$ cat src/design/qccr_defs.svh
// register offsets, field positions and reset values of the capture control bank
`ifndef QCCR_DEFS_SVH
`define QCCR_DEFS_SVH

// register offsets
`define QCCR_OFF_DEC4_CAPTURE 8'h01
`define QCCR_OFF_DEC1_STD 8'h04
`define QCCR_OFF_DEC2_STD 8'h05
`define QCCR_OFF_DEC3_STD 8'h06
`define QCCR_OFF_DEC4_STD 8'h07
`define QCCR_OFF_LAMP 8'h08
`define QCCR_OFF_FW_MAJOR 8'h09
`define QCCR_OFF_FW_MINOR 8'h0A

// field positions
`define QCCR_SIZE_LSB 0
`define QCCR_SIZE_MSB 2
`define QCCR_CAPEN_BIT 3
`define QCCR_QUAD_LSB 4
`define QCCR_QUAD_MSB 5
`define QCCR_STD_LSB 0
`define QCCR_STD_MSB 2
`define QCCR_LAMP_LSB 0
`define QCCR_LAMP_MSB 6

// reset values
`define QCCR_RST_DEC4_CAPTURE 8'h32
`define QCCR_RST_STD 3'h1
`define QCCR_RST_LAMP 7'h00
`define QCCR_RST_PAL 1'b1

// number of decoders sharing the majority vote
`define QCCR_NUM_DEC 4

`endif

$ cat src/design/qccr_pkg.sv
// types of the capture control register bank
package qccr_pkg;

  typedef enum logic [2:0] {
    QCCR_SIZE_UNSCALED = 3'h0,
    QCCR_SIZE_176X120 = 3'h1,
    QCCR_SIZE_352X240 = 3'h2,
    QCCR_SIZE_176X144 = 3'h3,
    QCCR_SIZE_352X288 = 3'h4,
    QCCR_SIZE_320X240 = 3'h5,
    QCCR_SIZE_640X480 = 3'h6,
    QCCR_SIZE_RESERVED = 3'h7
  } qccr_size_t;

  typedef enum logic [2:0] {
    QCCR_STD_NTSC = 3'h0,
    QCCR_STD_PAL = 3'h1
  } qccr_std_t;

endpackage

$ cat src/design/qccr_regs.sv
// capture control register bank with output standard vote
//
// Function
// - capture size field codes, 111 reserved
// - capture enable bit 3, quadrant bits 5:4
// - input standard field bits 2:0, PAL default
// - output standard follows majority of four
// - tie between NTSC and PAL selects PAL
// - lamp bits 6:0 drive LEDs, off at reset
// - major firmware revision readable as byte
// - minor firmware revision readable as byte
//
// Local design decision: the strobed register port.
`include "qccr_defs.svh"

module qccr_regs #(
  // arbitrary neutral revision values
  parameter logic [7:0] FW_MAJOR = 8'h05,
  parameter logic [7:0] FW_MINOR = 8'h03
) (
  // clock and reset
  input wire logic ref_clk,
  input wire logic rst,
  // register port
  input wire logic [7:0] regAddr,
  input wire logic [7:0] regWdata,
  input wire logic regWr,
  input wire logic regRd,
  output logic [7:0] regRdata,
  // decoder 4 capture controls
  output logic [2:0] captureSize,
  output logic captureEnable,
  output logic [1:0] captureQuadrant,
  // standard selection
  output logic outputIsPal,
  // lamps
  output logic [6:0] lampOn
);

  //----------------------------------------
  // state
  //----------------------------------------
  typedef struct packed {
    logic [5:0] capture;
    logic [6:0] lamp;
    logic pal;
    logic rdStd;
    logic [7:0] rdata;
  } qccr_state_t;

  qccr_state_t state;
  qccr_state_t next_state;

  logic stdWrite;
  logic [1:0] stdIdx;
  logic [2:0] stdRdata;
  logic [3*`QCCR_NUM_DEC-1:0] stdCodes;
  logic [2:0] palCount;
  logic [2:0] ntscCount;
  logic palWins;
  logic [`QCCR_NUM_DEC-1:0] decIsPal;
  logic [`QCCR_NUM_DEC-1:0] decIsNtsc;
  logic hitCapture;
  logic hitStd;
  logic hitLamp;
  logic hitMajor;
  logic hitMinor;
  logic wrCapture;
  logic wrLamp;
  logic rdCapture;
  logic rdStdReg;
  logic rdLamp;
  logic rdMajor;
  logic rdMinor;
  logic rdOther;
  logic [5:0] captureNext;
  logic [6:0] lampNext;
  logic [7:0] readValue;

  //----------------------------------------
  // address decode
  //----------------------------------------
  // one hit line per register, one shared by the four standard registers, keeps the write and read paths flat
  assign hitCapture = (regAddr == `QCCR_OFF_DEC4_CAPTURE);
  assign hitStd = (regAddr >= `QCCR_OFF_DEC1_STD) && (regAddr <= `QCCR_OFF_DEC4_STD);
  assign hitLamp = (regAddr == `QCCR_OFF_LAMP);
  assign hitMajor = (regAddr == `QCCR_OFF_FW_MAJOR);
  assign hitMinor = (regAddr == `QCCR_OFF_FW_MINOR);

  // the revision registers take no write strobe at all
  assign wrCapture = regWr && hitCapture;
  assign wrLamp = regWr && hitLamp;

  assign rdCapture = regRd && hitCapture;
  assign rdStdReg = regRd && hitStd;
  assign rdLamp = regRd && hitLamp;
  assign rdMajor = regRd && hitMajor;
  assign rdMinor = regRd && hitMinor;
  // unmapped offsets read as zero and swallow writes
  assign rdOther = regRd && !(hitCapture || hitStd || hitLamp || hitMajor || hitMinor);

  //----------------------------------------
  // standard store
  //----------------------------------------
  // one shared index: a write and a read never come together
  assign stdIdx = regAddr[1:0];
  assign stdWrite = regWr && hitStd;

  qccr_std_store #(
    .NUM(`QCCR_NUM_DEC)
  ) stdStore (
    .refClk(ref_clk),
    .rst(rst),
    .writeEn(stdWrite),
    .writeIdx(stdIdx),
    .writeData(regWdata[`QCCR_STD_MSB:`QCCR_STD_LSB]),
    .readIdx(stdIdx),
    .readData(stdRdata),
    .allCodes(stdCodes)
  );

  //----------------------------------------
  // vote
  //----------------------------------------
  // reserved codes land in neither counted bin, so they add to neither side of the vote
  for (genvar g = 0; g < `QCCR_NUM_DEC; g++) begin : g_dec
    logic [2:0] code;
    assign code = stdCodes[g*3 +: 3];
    assign decIsPal[g] = (code == qccr_pkg::QCCR_STD_PAL);
    assign decIsNtsc[g] = (code == qccr_pkg::QCCR_STD_NTSC);
  end

  // three bits hold a count of up to four decoders
  always_comb begin
    palCount = 3'h0;
    ntscCount = 3'h0;
    for (int i = 0; i < `QCCR_NUM_DEC; i++) begin
      palCount = palCount + {2'h0, decIsPal[i]};
      ntscCount = ntscCount + {2'h0, decIsNtsc[i]};
    end
  end

  // a tie goes to PAL, so the equal case sits on the PAL side
  assign palWins = (palCount >= ntscCount);

  //----------------------------------------
  // write path
  //----------------------------------------
  // reserved bits are dropped here, so they always read back as zero
  always_comb begin
    captureNext = state.capture;
    lampNext = state.lamp;
    if (wrCapture) begin
      captureNext = regWdata[`QCCR_QUAD_MSB:`QCCR_SIZE_LSB];
    end
    if (wrLamp) begin
      lampNext = regWdata[`QCCR_LAMP_MSB:`QCCR_LAMP_LSB];
    end
  end

  //----------------------------------------
  // read path
  //----------------------------------------
  // the standard codes come from the store's own read flop, not from here
  always_comb begin
    readValue = 8'h00;
    if (rdCapture) begin
      readValue = {2'h0, state.capture};
    end else if (rdLamp) begin
      readValue = {1'b0, state.lamp};
    end else if (rdMajor) begin
      readValue = FW_MAJOR;
    end else if (rdMinor) begin
      readValue = FW_MINOR;
    end else if (rdOther) begin
      readValue = 8'h00;
    end
  end

  //----------------------------------------
  // register logic
  //----------------------------------------
  always_comb begin
    next_state = state;
    next_state.capture = captureNext;
    next_state.lamp = lampNext;
    // vote follows store contents one cycle after each write
    next_state.pal = palWins;
    // read data stand for one cycle only, then fall back to zero
    next_state.rdStd = rdStdReg;
    next_state.rdata = readValue;
  end

  always_ff @(posedge ref_clk) begin
    if (rst) begin
      state.capture <= 6'(`QCCR_RST_DEC4_CAPTURE);
      state.lamp <= `QCCR_RST_LAMP;
      state.pal <= `QCCR_RST_PAL;
      state.rdStd <= 1'b0;
      state.rdata <= 8'h00;
    end else begin
      state <= next_state;
    end
  end

  //----------------------------------------
  // outputs
  //----------------------------------------
  // store read data is itself a flop; the mux only picks between two flops
  assign regRdata = state.rdStd ? {5'h00, stdRdata} : state.rdata;
  assign captureSize = state.capture[`QCCR_SIZE_MSB:`QCCR_SIZE_LSB];
  assign captureEnable = state.capture[`QCCR_CAPEN_BIT];
  assign captureQuadrant = state.capture[`QCCR_QUAD_MSB:`QCCR_QUAD_LSB];
  assign outputIsPal = state.pal;
  assign lampOn = state.lamp;

endmodule // qccr_regs

$ cat src/design/qccr_std_store.sv
// four-entry store of the per-decoder input colour standard codes
`include "qccr_defs.svh"

module qccr_std_store #(
  parameter int NUM = `QCCR_NUM_DEC
) (
  // clock and reset
  input wire logic refClk,
  input wire logic rst,
  // write port
  input wire logic writeEn,
  input wire logic [1:0] writeIdx,
  input wire logic [2:0] writeData,
  // read port, registered
  input wire logic [1:0] readIdx,
  output logic [2:0] readData,
  // whole contents for the vote
  output logic [NUM*3-1:0] allCodes
);

  typedef struct packed {
    logic [NUM*3-1:0] codes;
    logic [2:0] rdata;
  } qccr_store_state_t;

  qccr_store_state_t state;
  qccr_store_state_t next_state;

  always_comb begin
    next_state = state;
    next_state.rdata = state.codes[readIdx*3 +: 3];
    if (writeEn) begin
      next_state.codes[writeIdx*3 +: 3] = writeData;
    end
  end

  always_ff @(posedge refClk) begin
    if (rst) begin
      for (int i = 0; i < NUM; i++) begin
        state.codes[i*3 +: 3] <= `QCCR_RST_STD;
      end
      state.rdata <= 3'h0;
    end else begin
      state <= next_state;
    end
  end

  assign readData = state.rdata;
  assign allCodes = state.codes;

endmodule // qccr_std_store

$ cat config.mk
export PLATFORM = sky130hd
export DESIGN_NAME = qccr_regs
export DESIGN_NICKNAME = d
export VERILOG_FILES = /design/src/design/qccr_pkg.sv /design/src/design/qccr_regs.sv /design/src/design/qccr_std_store.sv
export VERILOG_INCLUDE_DIRS = /design/src /design/src/design
export SDC_FILE = /design/constraint.sdc
export NUM_CORES = 1
export LEC_CHECK = 0
export BUFFER_PORTS_ARGS = -buffer_cell sky130_fd_sc_hd__clkbuf_2
export CORE_UTILIZATION = 40
export DETAILED_ROUTE_END_ITERATION = 6
export GPL_ROUTABILITY_DRIVEN = 0
export SLEW_MARGIN = 15
export SYNTH_ARGS = -nofsm -noshare
export SYNTH_HDL_FRONTEND = slang
export SYNTH_SLANG_ARGS = --single-unit
$ cat constraint.sdc
create_clock -name ref_clk -period 2.3 [get_ports ref_clk]
set_input_delay 0.115 -clock ref_clk [delete_from_list [all_inputs] [get_ports ref_clk]]
set_output_delay 0.115 -clock ref_clk [all_outputs]
set_load 0.02 [all_outputs]
; ---- After elaboration in Yosys (flattened, before gate mapping)
; Cells that the tools add are included.
; W data, S select, Z words.
[totals]
reg_bits = 38
inputBits = 20
word_cells = 52
[op_classes]
n_addsub = 7
n_mul = 1
order_cmp = 3
eq_ne = 8
shifts = 3
mux = 6
reduce_logical = 15
[ops]
columns = operator, count
row1 = $neg A4 Y34, 1
row2 = $shift A3 B34 Y12 const A, 1
row3 = $shiftx A3 B34 Y12, 1
row4 = $eq A8 B4 Y1 const B, 3
row5 = $bwmux W12, 1
row6 = $eq A3 B1 Y1 const B, 4
row7 = $logic_not A3 Y1, 4
row8 = $shiftx A12 B5 Y3, 1
row9 = $logic_and A1 B1 Y1, 9
row10 = $eq A8 B1 Y1 const B, 1
row11 = $ge A8 B3 Y1 const B, 1
row12 = $le A8 B3 Y1 const B, 1
row13 = $mux W8, 1
row14 = $mux W7, 1
row15 = $add A2 B1 Y3, 2
row16 = $add A3 B1 Y3, 2
row17 = $mux W6, 1
row18 = $add A1 B1 Y2, 2
row19 = $mul A2 B2 Y4 const B, 1
row20 = $reduce_or A4 Y1, 1
row21 = $ge A3 B3 Y1, 1
row22 = $mux W3, 1
row23 = $mux W2, 1
row24 = $reduce_or A2 Y1, 1

; ---- Longest topological paths before layout
[depth]
depth_word = 6
depth_mapped = 8

; ---- By module
; From an unflattened synthesis, not the netlist that was laid out.
[unflattened]
hier_cells = 216
hier_area_um2 = 2113.3
[by_module_without_submodules]
columns = module, n_inst, cells_each, area_per_inst_um2
row1 = qccr_regs, 1, 139, 1308.8
row2 = qccr_std_store, 1, 77, 804.5

; ---- Least setup slack after synthesis
; Ideal clock, no wire load.
[synth_timing]
kind = register to register
start = reg stdStore.state, in the netlist stdStore.allCodes[3]
end = reg state, in the netlist outputIsPal
setup_time_ns = 0.120
arrival_time_ns = 2.201
t_required_ns = 2.180
slack_ns = -0.021
path_stages_with_launch = 8
path_buffers = 0
period_less_slack_ns = 2.321
cell_sequence = dfxtp_1 -> nor3b_1 -> fa_1 -> ha_1 -> ha_1 -> ha_1 -> a21o_1 -> a211o_1
[synth_via]
elab_chain_cells = 5
word_cells_on_any_way = 9
classes_between = 6 x add/sub / 1 x order compare / 1 x eq/ne / 1 x reduce/logical
[synth_lines]
columns = element, line_no
row1 = from (decl), qccr_std_store.sv:26  ; qccr_store_state_t state;
row2 = from (signal assigned), qccr_std_store.sv:44  ; state <= next_state;
row3 = $eq A3 B1 Y1 / $logic_not A3 Y1 (equally long branches), "qccr_regs.sv:129, qccr_regs.sv:130"
row4 = $add A1 B1 Y2 (on tied branches), "qccr_regs.sv:138, qccr_regs.sv:139"
row5 = $add A2 B1 Y3 (on tied branches), "qccr_regs.sv:138, qccr_regs.sv:139"
row6 = $add A3 B1 Y3 (on tied branches), "qccr_regs.sv:138, qccr_regs.sv:139"
row7 = $ge A3 B3 Y1 (*), qccr_regs.sv:144  ; assign palWins = (palCount >= ntscCount);
row8 = to (signal assigned), qccr_regs.sv:202  ; state <= next_state;
row9 = to (decl), qccr_regs.sv:51  ; qccr_state_t state;
; Mark *: on every way between the ends. The rest lies on a longest branch, timed or not.
; A chain may end at the register's enable or synchronous reset.

; ---- Worst setup path after layout
; Ends and elaborated chain as after synthesis.

==> impl_metrics.py <==
metrics = {
    "setup_path": {
        "r2r_cells": 8,
        "crit_slowest_cell": "fa_1",
        "endpoint_kind": "register",
        "endpoint": "outputIsPal",
        "cp_max_fo": 3,
        "critPathArrivalTime_ns": 2.45,
        "path_buf_inv": 1,
        "cp-start-kind": "register",
        "cp_top_family": "adder cells",
        "path_cells": "nor3b_4, fa_1, ha_4, inv_1, ha_1, nand2b_4, a21o_1, a211o_1",
        "crit_type": "register to register",
        "r2r-start": "stdStore.allCodes[3]",
        "r2r_setup_slack_ns": 0.04,
        "r2r_end": "outputIsPal",
        "critPathLaunch": "stdStore.allCodes[3]",
        "cp_num_cells": 8,
        "crit_required_ns": 2.49,
        "crit_path_max_incr_delay_ns": 0.48,
    },
    "synthesis": {
        "async_reset_ff_share_pct": 0,
        "ys_warn_count": 0,
        "synthCells": 223,
        "synth_flop_cell": "dfxtp_1",
        "synth_nets": 257,
        "synth_edf_count": 0,
        "synth.avg_cell_area_um2": 9.86,
        "synth_area_um2": 2200,
        "synth_cell_type_count": 43,
        "yosysSeqAreaShare_pct": 33.7,
        "synth_seq_cells": 37,
    },
    "timing": {
        "fin_crit_ns": 2.26,
        "holdWs_ns": 0.0644,
        "fin_worst_skew_ns": 0.00763,
        "final-setup-viol-count": 0,
        "rsz0062_at_grt": "true",
        "final_hold_viol_count": 0,
        "min_period_over_period_pct": 98.4,
        "fmax_mhz": 442,
        "maxSlewViolCount": 0,
    },
    "clock_network": {
        "clk_pin_slew_ns": 0.08,
        "worstSkewPairLatency_ns": 0.29,
        "holdBufCountCts": 0,
        "post_cts_buffers": 0,
        "cts-root-buf": "clkbuf_8",
        "cts_tree": "done",
        "htree_num_levels": 2,
        "clockBufferDepth": 2,
        "numCtsBuffers": 5,
        "cts_sinks": 37,
    },
    "cells_and_area": {
        "area_delta_synth_final_pct": 20.0,
        "drive_gt1_share_pct": 36.8,
        "final_cell_area_um2": 2640,
        "final_nets": 291,
        "n_fill_cell": 487,
        "instances_no_fill": 328,
        "diodes": 0,
    },
    "power_and_ir_drop": {
        "finalPower_w": 0.00133,
        "p_leak_nw": 1.06,
        "irDropWorstVdd_mv": 0.237,
        "p_per_area_nw_per_um2": 505,
    },
    "floorplan": {
        "die_width_um": 76.2,
        "coreArea_um2": 5200,
        "io_pins": 42,
        "die_h_um": 76.2,
        "dieArea_um2": 5800,
        "num_rows": 26,
        "initial_core_util_pct": 42.3,
    },
    "grt": {
        "grt_pass1_vias": 1581,
        "grt_overflow": 0,
        "use_met3_pct": 2.99,
        "globalRouteMet1Util_pct": 25.8,
        "antenna_found_initial": 0,
        "busiest_layer": "met2",
        "grtUsageTotal_pct": 17.8,
        "grt_start_max_net_pins": 25,
        "grtUsageMet2_pct": 26.8,
        "grt_pass1_wl_mm": 8.20,
    },
    "placed_design": {
        "placed_cells": 320,
        "io_buffer_count": 39,
        "post_dp_cell_area_um2": 2410,
        "place_hpwl_mm": 3.50,
    },
    "job": {
        "drv_cap": 0,
    },
    "detailed_routing": {
        "drc": 0,
        "dr.first_iter.drc_count": 79,
        "drt-wirelength-per-cell_um": 14.9,
        "drt-total-wl_mm": 4.87,
        "via_count": 1671,
        "ant_nets": 0,
        "viasPerCell": 5.09,
        "drt_pass1_iterations": 4,
    },
    "status": {
        "status": "finished clean",
    },
    "worst_hold_path": {
        "hold_class": "input port to register",
    },
}
## worst register-to-register path, cell delays in order, from the launching register on
cell      delay [ns]
dfxtp_2         0.37
nor3b_4         0.20
fa_1            0.48
ha_4            0.28
inv_1           0.03
ha_1            0.26
nand2b_4        0.13
a21o_1          0.17
a211o_1         0.24
## registers in the layout (all words and copies together) (netlist names)
| name | flops |
|---|---|
| lampOn | 7 |
| stdStore.readData | 3 |
| captureSize | 3 |
| captureEnable | 1 |
| state | 8 |
| outputIsPal | 1 |
| captureQuadrant | 2 |
| stdStore.allCodes | 12 |
## cell usage in the layout, fill, tap and decap left out, types with 5 or more instances in the layout
master    count
clkbuf_2     39
dfxtp_1      28
nand2b_1     21
mux2i_1      19
nor2_1       14
buf_4        13
nand3_1      10
nor2b_1       8
ha_1          8
nor3b_1       6
dfxtp_2       6
inv_1         5
nand2_1       5
a21oi_1       5
o21ai_0       5
clkbuf_8      5
## metal layers
layer	vias to the layer above	share of wire [%]
met5	-	0
met4	0	1.2
met3	6	3.4
met2	35	45
met1	791	50
li1	839	-
## power by group
part	total, W	internal, W	switching (W)
Clock	0.000572	0.000325	0.000247
Combinational	0.000122	0.0000498	0.0000719
Sequential	0.000639	0.000638	0.000000966
Total	0.00133	0.00101	0.000320
## Yosys cell counts, types with 3 or more instances
library cell	n	area, µm²
dfxtp_1	37	741
nand2b_1	22	138
mux2i_1	19	190
nor2_1	14	52.6
buf_4	13	97.6
ha_1	12	150
nand3_1	10	50.1
nor3b_1	9	67.6
nor2b_1	8	50.1
inv_1	6	22.5
a21oi_1	5	25.0
clkbuf_1	5	18.8
nand2_1	5	18.8
nor3_1	5	25.0
o21ai_0	5	25.0
a22oi_1	4	30.0
buf_6	4	45.0
mux2_2	4	45.0
nand4b_1	4	35.0
mux4_2	3	67.6
## stage by stage
stage / worst slack (ns) / setup TNS (ns) / utilization (%)
floorplan: 0.0193 / 0 / -
global placement: -0.0917 / -0.0917 / 46.2
detailed placement: -0.145 / -0.145 / 46.2
CTS: 0.0423 / 0 / 50.6
global route: -0.0116 / -0.0116 / 50.7
finish: 0.0367 / 0 / 50.7
## how the worst min path moves through the flow
stage | endpoint | cells after the start | startpoint
2_1_floorplan | stdStore.allCodes[5] | 2 | regWdata[2]
3_3_place_gp | lampOn[6] | 3 | regWdata[6]
3_5_place_dp | lampOn[6] | 3 | regWdata[6]
4_1_cts | lampOn[6] | 3 | regWdata[6]
5_1_grt | lampOn[6] | 3 | regWdata[6]
6_report | lampOn[6] | 3 | regWdata[6]
## logic make-up (layout without fill, tap and decap cells)
family,count (synthesis),in the layout,synth area share (%)
adder cells (fa/ha/maj),14,14,8.65
AO/OA/AOI/OAI,21,21,6.26
flip-flops,37,37,33.7
multiplexers,26,26,13.8
AND/OR/NAND/NOR,93,93,28.1
buffers and inverters,31,66,9.38
other,1,1,0.170
## layout make-up
| cell class | instances | area, µm² | area share (%) |
|---|---|---|---|
| clock buffer | 5 | 68.8 | 2.61 |
| multi-input combinational | 155 | 1360 | 51.6 |
| inverter | 6 | 22.5 | 0.853 |
| clock inverter | 3 | 46.3 | 1.75 |
| sequential | 37 | 759 | 28.8 |
| timing repair buffer | 52 | 293 | 11.1 |
| tap | 70 | 87.6 | 3.32 |
## repair_timing
item,CTS,global route
pin swaps,11,4
gates resized for setup,24,4
endpoints found under the setup margin,1,1
endpoints found under the hold margin,0,0
No activity file was read; power rests on OpenSTA's default activity.
